File: config.mk
export PLATFORM = sky130hd
export DESIGN_NAME = iop_input_port_read
export DESIGN_NICKNAME = d
export VERILOG_FILES = /design/src/hdl/iop_pkg.sv /design/src/hdl/iop_input_port_read.sv
export VERILOG_INCLUDE_DIRS = /design/src /design/src/hdl
export SDC_FILE = /design/constraint.sdc
export NUM_CORES = 1
export LEC_CHECK = 0
export BUFFER_PORTS_ARGS = -buffer_cell sky130_fd_sc_hd__buf_2
export CAP_MARGIN = 20
export CORE_MARGIN = 2
export CORE_UTILIZATION = 43
export DETAILED_ROUTE_END_ITERATION = 7
export PLACE_DENSITY_LB_ADDON = 0.15
export SLEW_MARGIN = 20
export SYNTH_ARGS = -nofsm -noshare
export SYNTH_HDL_FRONTEND = slang
export SYNTH_SLANG_ARGS = --single-unit
File: constraint.sdc
create_clock -name aclk -period 2.2 [get_ports aclk]
set_clock_uncertainty 0.2 [all_clocks]
set_input_delay 0.22 -clock aclk [delete_from_list [all_inputs] [get_ports aclk]]
set_output_delay 0.22 -clock aclk [all_outputs]
set_load 0.005 [all_outputs]
File: src/hdl/iop_map.svh
// Register indices, field values and reset values of the input port block
`ifndef IOP_MAP_SVH
`define IOP_MAP_SVH

// Register indices; byte address is four times the index
`define IOP_WIDE_IDX 16'hFFDE
`define IOP_NARROW_IDX 16'hFFDF
`define IOP_CONV_IDX 16'hFFC4

// Address slicing of the bus address
`define IOP_ADDR_W 18
`define IOP_IDX_HI 17
`define IOP_IDX_LO 2

// Channel select field and its byte lane inside the converter word
`define IOP_SEL_MSB 3
`define IOP_SEL_LSB 0
`define IOP_SEL_LANE 0

// Fixed fill of the unused upper nibble of the narrow port word
`define IOP_NARROW_FILL 4'hF

// Channel codes: narrow pins take codes 0 to 3, wide pins 4 to 11
`define IOP_NARROW_CH_BASE 4'h0
`define IOP_WIDE_CH_BASE 4'h4

// Channel select after reset: code 15 claims no port pin
`define IOP_CONV_RESET 4'hF

// Bus answers
`define IOP_RESP_OKAY 2'h0
`define IOP_RESP_SLVERR 2'h2

`endif

File: src/hdl/iop_pkg.sv
// Types shared by the input port block
package iop_pkg;

    typedef struct packed {
        logic [7:0] wide;
        logic [3:0] narrow;
    } iop_pins_t;

    typedef struct packed {
        logic aw_held;
        logic w_held;
        logic [15:0] aw_idx;
        logic [3:0] w_data;
        logic w_lane0;
        logic bvalid;
        logic [1:0] bresp;
        logic rvalid;
        logic [1:0] rresp;
        logic [31:0] rdata;
        logic [3:0] chan_sel;
    } iop_state_t;

endpackage : iop_pkg

File: src/hdl/iop_input_port_read.sv
// Input-only port read logic with AXI4-Lite register access
//
// Our own choices: the AXI4-Lite interface to the registers and the register addresses.
`timescale 1ns/1ps
`include "iop_map.svh"

module iop_input_port_read
    import iop_pkg::*;
#(
    parameter int WIDE_W = 8,
    parameter int NARROW_W = 4
) (
    input wire logic aclk,
    input wire logic aresetn,
    input wire iop_pins_t pins,
    input wire logic s_axi_awvalid,
    output logic s_axi_awready,
    input wire logic [`IOP_ADDR_W-1:0] s_axi_awaddr,
    input wire logic s_axi_wvalid,
    output logic s_axi_wready,
    input wire logic [31:0] s_axi_wdata,
    input wire logic [3:0] s_axi_wstrb,
    output logic s_axi_bvalid,
    input wire logic s_axi_bready,
    output logic [1:0] s_axi_bresp,
    input wire logic s_axi_arvalid,
    output logic s_axi_arready,
    input wire logic [`IOP_ADDR_W-1:0] s_axi_araddr,
    output logic s_axi_rvalid,
    input wire logic s_axi_rready,
    output logic [31:0] s_axi_rdata,
    output logic [1:0] s_axi_rresp
);

    // ------------------------------------------------------------
    // Analog claim masks
    // ------------------------------------------------------------
    iop_state_t s_q;
    iop_state_t s_d;
    logic [WIDE_W-1:0] wide_mask;
    logic [NARROW_W-1:0] narrow_mask;

    generate
        for (genvar i = 0; i < WIDE_W; i++) begin : g_wide
            assign wide_mask[i] = (s_q.chan_sel == (`IOP_WIDE_CH_BASE + 4'(i)));
        end
        for (genvar j = 0; j < NARROW_W; j++) begin : g_narrow
            assign narrow_mask[j] = (s_q.chan_sel == (`IOP_NARROW_CH_BASE + 4'(j)));
        end
    endgenerate

    // ------------------------------------------------------------
    // Bus handshakes
    // ------------------------------------------------------------
    logic aw_fire;
    logic w_fire;
    logic ar_fire;
    logic [15:0] ar_idx;

    assign s_axi_awready = !s_q.aw_held && !s_q.bvalid;
    assign s_axi_wready = !s_q.w_held && !s_q.bvalid;
    assign s_axi_arready = !s_q.rvalid;
    assign aw_fire = s_axi_awvalid && s_axi_awready;
    assign w_fire = s_axi_wvalid && s_axi_wready;
    assign ar_fire = s_axi_arvalid && s_axi_arready;
    assign ar_idx = s_axi_araddr[`IOP_IDX_HI:`IOP_IDX_LO];

    assign s_axi_bvalid = s_q.bvalid;
    assign s_axi_bresp = s_q.bresp;
    assign s_axi_rvalid = s_q.rvalid;
    assign s_axi_rdata = s_q.rdata;
    assign s_axi_rresp = s_q.rresp;

    // ------------------------------------------------------------
    // Next state
    // ------------------------------------------------------------
    always_comb begin
        s_d = s_q;
        if (aw_fire) begin
            s_d.aw_held = 1'b1;
            s_d.aw_idx = s_axi_awaddr[`IOP_IDX_HI:`IOP_IDX_LO];
        end
        if (w_fire) begin
            s_d.w_held = 1'b1;
            s_d.w_data = s_axi_wdata[`IOP_SEL_MSB:`IOP_SEL_LSB];
            s_d.w_lane0 = s_axi_wstrb[`IOP_SEL_LANE];
        end
        if (s_q.bvalid && s_axi_bready) begin
            s_d.bvalid = 1'b0;
        end
        // Complete a write once address and data are both in
        if (s_d.aw_held && s_d.w_held && !s_q.bvalid) begin
            s_d.aw_held = 1'b0;
            s_d.w_held = 1'b0;
            s_d.bvalid = 1'b1;
            case (s_d.aw_idx)
                `IOP_CONV_IDX: begin
                    if (s_d.w_lane0) begin
                        s_d.chan_sel = s_d.w_data;
                    end
                    s_d.bresp = `IOP_RESP_OKAY;
                end
                `IOP_WIDE_IDX, `IOP_NARROW_IDX: begin
                    s_d.bresp = `IOP_RESP_OKAY;
                end
                default: begin
                    s_d.bresp = `IOP_RESP_SLVERR;
                end
            endcase
        end
        if (s_q.rvalid && s_axi_rready) begin
            s_d.rvalid = 1'b0;
        end
        // Reads sample the pins in the cycle the address is taken
        if (ar_fire) begin
            s_d.rvalid = 1'b1;
            s_d.rresp = `IOP_RESP_OKAY;
            case (ar_idx)
                `IOP_WIDE_IDX: begin
                    s_d.rdata = {24'h000000, pins.wide & ~wide_mask};
                end
                `IOP_NARROW_IDX: begin
                    s_d.rdata = {24'h000000, `IOP_NARROW_FILL,
                                 pins.narrow & ~narrow_mask};
                end
                `IOP_CONV_IDX: begin
                    s_d.rdata = {28'h0000000, s_q.chan_sel};
                end
                default: begin
                    s_d.rdata = 32'h00000000;
                    s_d.rresp = `IOP_RESP_SLVERR;
                end
            endcase
        end
    end

    always_ff @(posedge aclk) begin
        if (!aresetn) begin
            s_q <= '0;
            s_q.chan_sel <= `IOP_CONV_RESET;
        end else begin
            s_q <= s_d;
        end
    end

    // ------------------------------------------------------------
    // Assertions
    // ------------------------------------------------------------
    logic [2:0] wide_pick;
    logic [1:0] narrow_pick;
    logic chan_is_wide;
    logic chan_is_narrow;

    assign chan_is_wide = wide_mask != '0;
    assign chan_is_narrow = narrow_mask != '0;
    assign wide_pick = 3'(s_q.chan_sel - `IOP_WIDE_CH_BASE);
    assign narrow_pick = 2'(s_q.chan_sel - `IOP_NARROW_CH_BASE);

    property p_wide_upper_zero;
        @(posedge aclk) disable iff (!aresetn)
        ar_fire && ar_idx == `IOP_WIDE_IDX |=> s_axi_rvalid && s_axi_rdata[31:8] == 24'h000000;
    endproperty
    a_wide_upper_zero: assert property (p_wide_upper_zero)
        else $error("wide port read carries bits above the port");

    property p_wide_live;
        @(posedge aclk) disable iff (!aresetn)
        ar_fire && ar_idx == `IOP_WIDE_IDX && !chan_is_wide
            |=> s_axi_rdata[7:0] == $past(pins.wide) && s_axi_rresp == `IOP_RESP_OKAY;
    endproperty
    a_wide_live: assert property (p_wide_live)
        else $error("wide port read does not return pin levels");

    property p_wide_analog_zero;
        @(posedge aclk) disable iff (!aresetn)
        ar_fire && ar_idx == `IOP_WIDE_IDX && chan_is_wide && pins.wide[wide_pick]
            |=> s_axi_rdata[$past(wide_pick)] == 1'b0;
    endproperty
    a_wide_analog_zero: assert property (p_wide_analog_zero)
        else $error("analog wide pin did not read zero");

    property p_narrow_upper;
        @(posedge aclk) disable iff (!aresetn)
        ar_fire && ar_idx == `IOP_NARROW_IDX
            |=> s_axi_rdata[31:4] == {24'h000000, `IOP_NARROW_FILL};
    endproperty
    a_narrow_upper: assert property (p_narrow_upper)
        else $error("narrow port upper bits wrong");

    property p_narrow_live;
        @(posedge aclk) disable iff (!aresetn)
        ar_fire && ar_idx == `IOP_NARROW_IDX && !chan_is_narrow
            |=> s_axi_rdata[3:0] == $past(pins.narrow);
    endproperty
    a_narrow_live: assert property (p_narrow_live)
        else $error("narrow port read does not return pin levels");

    property p_narrow_analog_zero;
        @(posedge aclk) disable iff (!aresetn)
        ar_fire && ar_idx == `IOP_NARROW_IDX && chan_is_narrow && pins.narrow[narrow_pick]
            |=> s_axi_rdata[$past(narrow_pick)] == 1'b0;
    endproperty
    a_narrow_analog_zero: assert property (p_narrow_analog_zero)
        else $error("analog narrow pin did not read zero");

    property p_port_write_ignored;
        @(posedge aclk) disable iff (!aresetn)
        $rose(s_axi_bvalid) && s_q.aw_idx != `IOP_CONV_IDX |-> $stable(s_q.chan_sel);
    endproperty
    a_port_write_ignored: assert property (p_port_write_ignored)
        else $error("write to a port register changed state");

    property p_read_held;
        @(posedge aclk) disable iff (!aresetn)
        s_axi_rvalid && !s_axi_rready |=> s_axi_rvalid && $stable(s_axi_rdata);
    endproperty
    a_read_held: assert property (p_read_held)
        else $error("read answer dropped before taken");

endmodule : iop_input_port_read

; Yosys cells after proc, flatten, opt, wreduce, memory -nomap -nowiden
; Cells that the tools add are included.
; Widths: inputs -> output; s select.
[classes]
n_eq_ne = 17
bitwise = 5
reduce_logical = 20
n_mux = 11
[op_table]
columns = op, count
row1 = $eq 16x16->1 const B, 6
row2 = $mux 35, 1
row3 = $pmux 8 s3, 1
row4 = $eq 4x3->1 const B, 4
row5 = $eq 4x4->1 const B, 4
row6 = $mux 16, 1
row7 = $logic_and 1x1->1, 9
row8 = $and 8x8->8, 1
row9 = $eq 4x2->1 const B, 2
row10 = $not 8->8, 1
row11 = $reduce_or 3->1, 2
row12 = $mux 5, 1
row13 = $and 4x4->4, 1
row14 = $eq 4x1->1 const B, 1
row15 = $logic_not 1->1, 4
row16 = $logic_not 4->1, 1
row17 = $mux 1, 4
row18 = $mux 2, 2
row19 = $not 4->4, 1
row20 = $reduce_bool 2->1, 2
row21 = $mux 3, 1
row22 = $reduce_and 3->1, 1
row23 = $reduce_or 2->1, 1
row24 = $not 1->1, 1
[totals]
out_inout_bits = 41
ff_bits = 65

; Depth between registers and ports, before layout
; Gate-level depths: netlist (run 1).
[logic_depth]
word_depth = 8
ltp_mapped = 7

; Worst setup path after synthesis (run 1)
; Ideal clock, no wire load.
[synth_timing]
path_type = reg2reg
from = register s_q, in the netlist s_axi_bvalid
to = register s_q, in the netlist s_axi_bresp[1]
setup_ns = 0.070
path_stages_with_launch = 7
t_arrival_ns = 1.809
t_required_ns = 1.930
slack_ns = 0.121
path_cell_list = dfxtp_1 > buf_6 > nor3b_1 > clkbuf_1 > mux2_2 > o32a_1 > a21oi_1
[synth_between]
elab_chain_cells = 7
[synth_rtl]
columns = item, line
row1 = "start, declared", iop_input_port_read.sv:38  ; iop_state_t s_q;
row2 = $logic_not 1->1 *, "iop_input_port_read.sv:60, iop_input_port_read.sv:61, iop_input_port_read.sv:92"
row3 = $logic_and 1x1->1, iop_input_port_read.sv:60  ; assign s_axi_awready = !s_q.aw_held && !s_q.bvalid;
row4 = $logic_and 1x1->1, iop_input_port_read.sv:63  ; assign aw_fire = s_axi_awvalid && s_axi_awready;
row5 = $mux 16, iop_input_port_read.sv:79  ; if (aw_fire) begin
row6 = $eq 16x16->1, iop_input_port_read.sv:96  ; case (s_d.aw_idx)
row7 = $reduce_or 3->1 (no source line), --
row8 = $mux 2, iop_input_port_read.sv:96
; Mark *: on every way between the ends. The rest lies on a longest branch, timed or not.
; A chain may end at the register's enable or synchronous reset.

; Worst setup path after layout (run 1)
[layout_timing]
from = register s_q[64] (netlist name)
to = register s_q[0] (netlist name)
[layout_between]
elab_chain_cells = 7
[layout_rtl]
columns = item
row1 = branches (longest 6 deep; another with $mux 16)
row2 = $reduce_and 3->1 (no source line) *
; Every way passes the cells marked *.

==> impl_metrics.env, run 1 <==
export IMPL_fmax_mhz=480.5
export IMPL_path_class="flop to flop"
export IMPL_setup_viol=0
export IMPL_antenna_cells=0
export IMPL_fin_ws_ps=118.7
export IMPL_drtIter0Drc=67
export IMPL_vdd_drop_max_v=0.0005033
export IMPL_final_cells=412
export IMPL_synth_seq_cells=39
export IMPL_antenna_found_initial=0
export IMPL_clkLatencyLatePin_ps=300
export IMPL_yosys_area_share_simple=0.2389
export IMPL_dp_hpwl_mm=3.618
export IMPL_grt_pass1_wl_mm=7.907
export IMPL_cts_buffer_depth=2
export IMPL_fillers=453
export IMPL_cts_made_buffers=5
export IMPL_start_kind="flop"
export IMPL_numClockSinks=39
export IMPL_cts_tree="built"
export IMPL_hold_viol=0
export IMPL_ys_warn_count=0
export IMPL_io_buffers=70
export IMPL_p_leak_nw=1.229
export IMPL_m1WireLength_mm=2.158
export IMPL_syn_inst=260
export IMPL_wl_met3_um=296
export IMPL_num_vias=1947
export IMPL_finalInstanceArea_um2=2716
export IMPL_synth_compound_area_frac=0.1932
export IMPL_synth_cell_area_um2=2163
export IMPL_syn2layout_area_growth_pct=25.56
export IMPL_final_layout_size_suffix_gt1_frac=0.2667
export IMPL_core_area_um2=4786
export IMPL_h_tree_depth=2
export IMPL_synth_top_family_by_area="simple AND/OR/NAND/NOR gates"
export IMPL_maxSlewViolCount=0
export IMPL_arrival_ps=2060
export IMPL_ant_nets=0
export IMPL_std_cell_rows=25
export IMPL_die_y_um=74.93
export IMPL_synth_area_leaders="dfxtp_1 (36%), buf_4 (12%), nand2_1 (8.2%)"
export IMPL_crit_required_ps=2180
export IMPL_post_place_cells=385
export IMPL_io_pins=132
export IMPL_placed_area_um2=2441
export IMPL_seq_area_um2=780.7
export IMPL_place_congestion=0.8237
export IMPL_cts_root_buf="clkbuf_8"
export IMPL_cp_max_fo=5
export IMPL_routed_via_density=4.726
export IMPL_die_area_um2=5615
export IMPL_syn_area_per_cell_um2=8.320
export IMPL_path_clk_slew_ps=80
export IMPL_post_route_period_util=0.9460
export IMPL_wl_mm=4.901
export IMPL_rsz0062_at_grt="false"
export IMPL_highest_layer="met4"
export IMPL_preCtsSetupSlack_ps=158.8
export IMPL_yosys_area_share_xor_xnor=0
export IMPL_overflow=0
export IMPL_synth_top_area_cell="dfxtp_1"
export IMPL_status="complete, no violations"
export IMPL_wl_met2_mm=2.383
export IMPL_grt_pass1_vias=1783
export IMPL_finalSetupTns_ps=0
export IMPL_final_nets=435
export IMPL_grt_usage=0.1861
export IMPL_hp_class="input pin to flop"
export IMPL_drc=0
export IMPL_first_pass_iters=4
export IMPL_ys_seq_area_frac=0.3609
export IMPL_initial_core_util=0.4520
export IMPL_synth_top_area_share=0.3609
export IMPL_muxShareOfSynthArea=0.04743
export IMPL_power_density_nw_per_um2=562.8
export IMPL_yosys_area_share_adder=0
export IMPL_synthArstFlopShare=0
export IMPL_multiInputGateArea_um2=1140
export IMPL_grt_max_degree=33
export IMPL_die_w_um=74.93
export IMPL_synth_distinct_cells=38
export IMPL_maxCapViolations=0
export IMPL_synth_ff_type="dfxtp_1"
export IMPL_synth_edff_count=0
export IMPL_wire_per_inst_um=11.90
export IMPL_crit_path_end_kind="flop"
export IMPL_fin_crit_ps=2081
## Yosys cell counts, types with 2 or more instances
| master | instances |
|---|---|
| nand2_1 | 47 |
| dfxtp_1 | 39 |
| a21oi_1 | 4 |
| a2bb2oi_1 | 4 |
| nor3_1 | 2 |
| and2_1 | 2 |
| o311ai_0 | 3 |
| nand4_1 | 6 |
| a21boi_0 | 21 |
| o21ai_0 | 16 |
| nand2b_1 | 5 |
| clkbuf_1 | 8 |
| inv_1 | 5 |
| buf_4 | 36 |
| nor2_1 | 10 |
| nor2b_1 | 5 |
| nand4b_1 | 3 |
| mux2_2 | 2 |
| nand3_1 | 7 |
| buf_6 | 2 |
| o31ai_1 | 2 |
| mux2i_1 | 8 |
| a21o_1 | 4 |
| nor4_1 | 5 |
## logic make-up (layout without fill, tap and decap cells)
group | Yosys count | in the layout
DFF | 39 | 39
and+or+nand+nor | 101 | 101
other | 1 | 26
muxes | 10 | 10
AOI/OAI and AO/OA | 58 | 58
buffers and inverters | 51 | 111
## worst max-delay path: stages (launching register included)
cell and delay (ps):
dfxtp_1 350, or3b_1 450, nor4_4 410, o2111ai_4 220
mux2i_1 170, nand2b_1 150
## cells in the final DEF (no fill, tap or decap), types with 2 or more instances in the layout
master	netlist	final
nor3b_2	1	2
nor4_1	5	5
o31ai_1	2	2
dfxtp_1	39	39
clkbuf_8	0	5
nand4_1	6	6
a2bb2oi_1	4	4
nand2_1	47	47
nand4b_1	3	3
nor2b_1	5	5
nand3_1	7	7
mux2i_1	8	8
mux2_2	2	2
a21boi_0	21	21
o21ai_0	16	16
inv_1	5	5
a21o_1	4	4
buf_4	36	9
nand2b_1	5	5
buf_2	0	70
a21oi_1	4	4
dlygate4sd3_1	0	19
nor2_1	10	10
o311ai_0	3	3
conb_1	1	26
nor3_1	2	2
and2_1	2	2
## layout make-up
cell class / instances / share of cell area
Inverter: 5 / 0.006909
Timing Repair Buffer: 98 / 0.2239
Clock inverter: 2 / 0.004606
Sequential cell: 39 / 0.2874
Clock buffer: 6 / 0.02672
Multi-Input combinational cell: 195 / 0.4196
Tap cell: 67 / 0.03086
## where the power goes
part | switching [W] | leakage (nW) | internal, W
Combinational | 0.000139 | 0.869 | 0.000139
Sequential | 0.0000227 | 0.319 | 0.000746
Clock | 0.000261 | 0.0412 | 0.000222
Total | 0.000422 | 1.23 | 0.00111
## per-stage QoR
stage,utilization,total power (W),hold WS (ps)
4_1_cts,0.5676,0.001543,16.25
3_3_place_gp,0.5101,0.001034,248.7
6_report,0.5676,0.001529,20.00
2_1_floorplan,-,0.0009679,157.8
5_1_grt,0.5676,0.001620,16.51
3_5_place_dp,0.5101,0.001037,256.6
## worst paths after layout
path                   from  endpoint  slack, ps  cells after the start
max reg2reg         s_q[64]    s_q[0]        120                      5
min          s_axi_wdata[1]   s_q[44]         20                      3
min reg2reg         s_q[56]   s_q[56]        260                      2
max                 s_q[64]    s_q[0]        120                      5
## sequential cells by signal, summed over array words and instances (netlist names)
| name | flops |
|---|---|
| s_axi_rvalid | 1 |
| s_axi_bvalid | 1 |
| s_axi_bresp | 1 |
| s_q | 27 |
| s_axi_rresp | 1 |
| s_axi_rdata | 8 |
## what timing repair did
| action | 4_1_cts | 5_1_grt |
|---|---|---|
| gates resized for setup | 0 | 0 |
| hold buffers | 19 | 0 |
| setup buffers | 0 | 0 |
| endpoints found under the hold margin | 18 | 0 |
## routing by layer
layer  GRT usage  vias to the layer above
met5           0                        -
met2      0.3090                       55
met3     0.05221                        6
met1      0.2316                      870
li1            -                     1016
met4     0.06548                        0
(Power assumes the default switching activity.)
==> run 2: changes to the inputs <==
--- a/config.mk
+++ b/config.mk
@@ -6,10 +6,11 @@
 export SDC_FILE = /design/constraint.sdc
 export NUM_CORES = 1
 export LEC_CHECK = 0
+export ABC_AREA = 1
 export BUFFER_PORTS_ARGS = -buffer_cell sky130_fd_sc_hd__buf_2
 export CAP_MARGIN = 20
 export CORE_MARGIN = 2
-export CORE_UTILIZATION = 43
+export CORE_UTILIZATION = 45
 export DETAILED_ROUTE_END_ITERATION = 7
 export PLACE_DENSITY_LB_ADDON = 0.15
 export SLEW_MARGIN = 20
==> constraint.sdc (replaced) <==
create_clock -name aclk -period 2.2 [get_ports aclk]
set_clock_uncertainty 0.2 [all_clocks]
set_input_delay 0.11 -clock aclk [delete_from_list [all_inputs] [get_ports aclk]]
set_output_delay 0.11 -clock aclk [all_outputs]
set_load 0.005 [all_outputs]
==> run 2 against run 1 <==
Critical endpoint is now s_q[1]. Sequential cell count is the same. Die area is 4.6% higher. Clock-buffer cell count increased by 2. Largest power group unchanged. Largest cell class unchanged.
==> impl_metrics.env, run 2 <==
export IMPL_h_tree_depth=2
export IMPL_dp_hpwl_mm=3.879
export IMPL_crit_path_end_kind="flop"
export IMPL_multiInputGateArea_um2=1209
export IMPL_switching_power_w=0.0005896
export IMPL_cts_buffer_depth=2
export IMPL_first_pass_iters=4
export IMPL_antenna_cells=0
export IMPL_yosysMostFrequentCell="nand2_1"
export IMPL_setup_viol=0
export IMPL_synth_distinct_cells=31
export IMPL_place_congestion=0.9540
export IMPL_seqPwrFrac=0.426
export IMPL_synth_seq_cells=39
export IMPL_maxSlewViolCount=0
export IMPL_power_total_w=0.001893
export IMPL_synth_edff_count=0
export IMPL_status="complete, no violations"
export IMPL_finalSetupTns_ps=0
export IMPL_power_density_nw_per_um2=642.0
export IMPL_clkLatencyLatePin_ps=280
export IMPL_seq_area_um2=780.7
export IMPL_slowest_stage="dfxtp_1"
export IMPL_timing_rr_end="s_q[1]"
export IMPL_wire_per_inst_um=10.45
export IMPL_reg2reg_slack_ps=360
export IMPL_syn_inst=355
export IMPL_ys_seq_area_frac=0.3288
export IMPL_start_kind="flop"
export IMPL_die_y_um=76.65
export IMPL_synth_top_area_cell="dfxtp_1"
export IMPL_initial_core_util=0.4650
export IMPL_synth_commonest_cells="nand2_1 (93), dfxtp_1 (39), buf_4 (37)"
export IMPL_cts_resized=0
export IMPL_synth_cell_area_um2=2375
export IMPL_endpoint="s_q[1]"
export IMPL_regMostFlops="s_q"
export IMPL_cpMostUsedCell="nand2_1"
export IMPL_drc=0
export IMPL_syn2layout_area_growth_pct=24.18
export IMPL_post_route_period_util=0.8386
export IMPL_gr_usage_met2=0.3292
export IMPL_synth_area_leaders="dfxtp_1 (33%), nand2_1 (15%), buf_4 (12%)"
export IMPL_cp_slowest_stage_delay_ps=340
export IMPL_num_vias=2367
export IMPL_grtUsageMet3=0.04384
export IMPL_p_leak_nw=1.519
export IMPL_path_class="flop to flop"
export IMPL_cts_tree="built"
export IMPL_worst_slew_pin_slew_ps=624.8
export IMPL_p_sw_frac=0.3114
export IMPL_slew_headroom=0.5803
export IMPL_wl_mm=5.340
export IMPL_grt_max_degree=22
export IMPL_critical_path_depth=11
export IMPL_fillers=510
export IMPL_clkPwrFrac=0.278
export IMPL_met1_usage=0.2208
export IMPL_routed_via_density=4.632
export IMPL_numClockSinks=39
export IMPL_io_pins=132
export IMPL_rsz0062_at_grt="false"
export IMPL_crit_start="s_q[64]"
export IMPL_reg2reg_from="s_q[64]"
export IMPL_path_clk_slew_ps=70
export IMPL_placed_area_um2=2594
export IMPL_ant_nets=0
export IMPL_synth_top_area_share=0.3288
export IMPL_arrival_ps=1820
export IMPL_largest_reg_flops=27
export IMPL_path_cells="nor2_4 > buf_4 > nand3_1 > nand2_2 > nand2_1 > inv_1 > nand2_1 > nor2_1 > nand3_2 > nand2_1 > nand3_1"
export IMPL_worst_path_buf_inv=2
export IMPL_finalInstanceArea_um2=2949
export IMPL_die_area_um2=5874
export IMPL_final_nets=531
export IMPL_ys_warn_count=0
export IMPL_syn_area_per_cell_um2=6.690
export IMPL_busiest_layer="met2"
export IMPL_cp_max_fo=7
export IMPL_cpLargestDelayFamily="simple AND/OR/NAND/NOR gates"
export IMPL_synth_ff_type="dfxtp_1"
export IMPL_fmax_mhz=542.0
export IMPL_overflow=0
export IMPL_die_w_um=76.65
export IMPL_p_int_w=0.001304
export IMPL_vdd_drop_max_v=0.0003496
export IMPL_std_cell_rows=26
export IMPL_hold_viol=0
export IMPL_final_layout_size_suffix_gt1_frac=0.2426
export IMPL_cts_root_buf="clkbuf_8"
export IMPL_antenna_found_initial=0
export IMPL_maxCapViolations=0
export IMPL_grt_pass1_wl_mm=8.976
export IMPL_fin_crit_ps=1845
export IMPL_layout_commonest_cell="nand2_1"
export IMPL_drtIter0Drc=124
export IMPL_hp_class="input pin to flop"
export IMPL_power_share_combinational=0.296
export IMPL_grt_usage=0.1856
export IMPL_hold_start="s_axi_awaddr[3]"
export IMPL_io_buffers=70
export IMPL_synthArstFlopShare=0
export IMPL_grt_pass1_vias=2165
export IMPL_r2r_cells=11
export IMPL_crit_required_ps=2170
export IMPL_mostFrequentLayoutCells="nand2_1 (93), buf_2 (70), dfxtp_1 (39), nand3_1 (35), nor2_1 (33)"
export IMPL_core_area_um2=5107
export IMPL_cts_made_buffers=5
-- run 2: repair_timing --
| action | CTS | global route |
|---|---|---|
| endpoints found under the setup margin | 0 | 4 |
| endpoints found under the hold margin | 28 | 0 |
| buffers inserted | 0 | 2 |
| hold buffers | 24 | 0 |
-- run 2: layout make-up --
type / count / share of cell area
Inverter: 34 / 0.04370
Multi-Input combinational cell: 259 / 0.4098
Tap cell: 70 / 0.02970
Clock buffer: 8 / 0.03394
Timing Repair Buffer: 101 / 0.2181
Sequential cell: 39 / 0.2647
-- run 2: logic make-up after synthesis --
family                 Yosys count  synth area share
and+or+nand+nor                195            0.3772
DFF                             39            0.3288
AOI/OAI and AO/OA               38           0.09062
other                            1          0.001579
buffers and inverters           82            0.2018
-- run 2: worst reg2reg max path: stages (launching register included) --
cell,delay [ps]
dfxtp_1,340
nor2_4,200
buf_4,190
nand3_1,100
nand2_2,120
nand2_1,80
inv_1,50
nand2_1,40
nor2_1,140
nand3_2,140
nand2_1,80
nand3_1,60
-- run 2: how the worst min path moves through the flow --
stage / end / cells after the start
final: s_q[48] / 4
after global routing: s_axi_rdata[7] / 5
after CTS: s_q[48] / 4
after detailed placement: s_q[0] / 2
after global placement: s_q[2] / 2
after floorplan: s_q[0] / 1
-- run 2: layer usage --
metal	vias to the layer above	routed length, um
met1	1040	2414
met2	87	2492
met5	-	0
li1	1230	-
met3	10	331
met4	0	101
-- run 2: power by group through the flow --
| stage | Clock [W] | Combinational [W] | Sequential (W) |
|---|---|---|---|
| detailed placement | 0 | 0.000507 | 0.000823 |
| global placement | 0 | 0.000501 | 0.000821 |
| CTS | 0.000547 | 0.000542 | 0.000807 |
| finish | 0.000527 | 0.000560 | 0.000806 |
| global route | 0.000573 | 0.000638 | 0.000815 |
| floorplan | 0 | 0.000430 | 0.000821 |
-- run 2: metrics by stage --
stage          hold WS [ps]  setup slack (ps)  utilization  cells
6_report              11.50             355.1       0.5774    511
4_1_cts              0.1534             224.4       0.5745    509
3_3_place_gp          183.8             254.3       0.5078    477
3_5_place_dp          179.9             249.8       0.5078    477
2_1_floorplan        -5.374             544.9            -    380
5_1_grt               42.18             128.3       0.5774    511
==> run 3: changes to the inputs <==
--- a/config.mk
+++ b/config.mk
@@ -6,11 +6,11 @@
 export SDC_FILE = /design/constraint.sdc
 export NUM_CORES = 1
 export LEC_CHECK = 0
-export ABC_AREA = 1
+export ABC_AREA = 0
 export BUFFER_PORTS_ARGS = -buffer_cell sky130_fd_sc_hd__buf_2
 export CAP_MARGIN = 20
 export CORE_MARGIN = 2
-export CORE_UTILIZATION = 45
+export CORE_UTILIZATION = 39
 export DETAILED_ROUTE_END_ITERATION = 7
 export PLACE_DENSITY_LB_ADDON = 0.15
 export SLEW_MARGIN = 20
==> constraint.sdc (replaced) <==
create_clock -name aclk -period 1.6 [get_ports aclk]
set_clock_uncertainty 0.2 [all_clocks]
set_input_delay 0.08 -clock aclk [delete_from_list [all_inputs] [get_ports aclk]]
set_output_delay 0.08 -clock aclk [all_outputs]
set_load 0.005 [all_outputs]
==> run 3 against run 2 <==
The run now ends with setup timing left. Global-route usage decreased by 1.2 points. Worst setup slack worse by 600 ps. Final cell count is 13% lower. Design area is 2.7% higher. Via count decreased by 13%. Largest power group unchanged. Die area rose by 4.8%. Core utilization decreased by 2.1 points. Wire length shrank 0.84%. Clock-buffer cell count shrank 2. Non-clock buffer count up 23. Clock power up 26%. Critical path depth decreased by 6.
==> impl_metrics.env, run 3 (synthesis results as in run 1) <==
export IMPL_finalInstanceArea_um2=3028
export IMPL_p_leak_nw=1.361
export IMPL_core_area_um2=5439
export IMPL_cts_buffer_depth=2
export IMPL_std_cell_rows=27
export IMPL_die_w_um=78.48
export IMPL_maxCapViolations=0
export IMPL_drtIter0Drc=69
export IMPL_setup_viol=5
export IMPL_h_tree_depth=2
export IMPL_reg2reg_from="s_q[64]"
export IMPL_hold_viol=0
export IMPL_ant_nets=0
export IMPL_path_clk_slew_ps=80
export IMPL_cp_slowest_stage_delay_ps=350
export IMPL_antenna_found_initial=0
export IMPL_grt_usage=0.1736
export IMPL_grt_max_degree=18
export IMPL_failed_checks="setup timing"
export IMPL_cts_root_buf="clkbuf_8"
export IMPL_wl_met3_um=231
export IMPL_io_pins=132
export IMPL_cp_max_fo=4
export IMPL_mostFrequentLayoutCells="buf_2 (70), nand2_1 (47), dfxtp_1 (36), dlygate4sd3_1 (31), conb_1 (26)"
export IMPL_vdd_drop_max_v=0.0004338
export IMPL_die_area_um2=6159
export IMPL_io_buffers=70
export IMPL_final_nets=461
export IMPL_m1WireLength_mm=2.336
export IMPL_preCtsSetupSlack_ps=-271.1
export IMPL_status="finished, violations left"
export IMPL_arrival_ps=1870
export IMPL_maxSlewViolCount=0
export IMPL_power_density_nw_per_um2=731.1
export IMPL_first_pass_iters=4
export IMPL_layout_commonest_cell="buf_2"
export IMPL_final_util=0.5567
export IMPL_crit_required_ps=1630
export IMPL_clkLatencyLatePin_ps=300
export IMPL_initial_core_util=0.3977
export IMPL_wl_met2_mm=2.667
export IMPL_slowest_stage="dfxtp_2"
export IMPL_grt_pass1_vias=1948
export IMPL_cts_tree="built"
export IMPL_wire_per_inst_um=11.95
export IMPL_start_kind="flop"
export IMPL_fin_crit_ps=1845
export IMPL_num_vias=2061
export IMPL_timing_hold_ws_ps=1.808
export IMPL_highest_layer="met4"
export IMPL_drc=0
export IMPL_numClockSinks=39
export IMPL_rsz0062_at_grt="true"
export IMPL_grt_pass1_wl_mm=8.576
export IMPL_antenna_cells=0
export IMPL_path_class="flop to flop"
export IMPL_hold_start="aresetn"
export IMPL_final_layout_size_suffix_gt1_frac=0.3073
export IMPL_crit_path_end_kind="flop"
export IMPL_hp_class="input pin to flop"
export IMPL_largest_reg_flops=27
export IMPL_path_cells="nor3b_4 > buf_4 > mux2_4 > o32a_1 > a21oi_1"
export IMPL_syn2layout_area_growth_pct=39.97
export IMPL_crit_start="s_q[64]"
export IMPL_place_congestion=0.8153
export IMPL_die_y_um=78.48
export IMPL_fin_ws_ps=-245.2
export IMPL_wl_mm=5.295
export IMPL_placed_area_um2=2552
export IMPL_routed_via_density=4.652
export IMPL_cts_made_buffers=5
export IMPL_dp_hpwl_mm=3.801
export IMPL_post_route_period_util=1.153
export IMPL_overflow=0
export IMPL_fmax_mhz=542.0
export IMPL_regMostFlops="s_q"
[run 3: cell types whose count changed in the layout (fill, tap and decap cells not counted), sizes merged, moves of 8 or more]
cell,change
nor2,-29
a21boi,+15
a21oi,-14
nand3,-29
nand2,-52
inv,-27
buf,+16
mux2i,+8
[run 3: routing by layer]
layer  global-route usage  up-vias
met5                    0        -
met4              0.05263        0
met3              0.04713        7
met2               0.3034       45
met1               0.2072      945
li1                     -     1064
[run 3: final timing paths]
kind                                  endpoint  slack, ps  cells past startpoint
worst min register to register         s_q[56]        270                      2
worst min-delay path                    s_q[1]          2                      3
worst max register to register  s_axi_bresp[1]       -250                      5
worst max-delay path            s_axi_bresp[1]       -250                      5
[run 3: metrics by stage]
step	total power [W]	std cells	setup TNS, ps
5_1_grt	0.002335	443	-1484
2_1_floorplan	0.001346	285	-1458
6_report	0.002214	443	-1044
3_5_place_dp	0.001465	402	-1446
3_3_place_gp	0.001460	402	-1175
4_1_cts	0.002189	442	-1212
[run 3: critical path: cells and delay by family (launching register included)]
kind | cells | cell delay (ps)
AO/OA/AOI/OAI | 2 | 480
buffers and inverters | 1 | 160
flip-flops | 1 | 350
multiplexers | 1 | 310
AND/OR/NAND/NOR | 1 | 270
[run 3: area by class of cell]
| class | instances | area [um^2] |
|---|---|---|
| flip-flops and latches | 39 | 784.5 |
| fillers | 525 | 2411 |
| clock buffers | 6 | 72.57 |
| clock inverters | 2 | 12.51 |
| repair buffers | 124 | 837.1 |
| multi-input cells | 195 | 1212 |
| inverters | 5 | 18.77 |
| well taps | 72 | 90.09 |
[run 3: what timing repair did]
item                       4_1_cts  5_1_grt
cloned                           0        0
gates resized for setup          2       14
buffers inserted                 1        1
pin swaps                        0        1
hold buffers                    31        0
hold endpoints to repair        34        0
setup endpoints to repair        5       11
[run 3: power by group]
group | switching (W) | internal [W] | total [W]
combinational | 0.000220 | 0.000267 | 0.000487
clock | 0.000359 | 0.000305 | 0.000664
sequential | 0.0000364 | 0.00103 | 0.00106
total | 0.000615 | 0.00160 | 0.00221
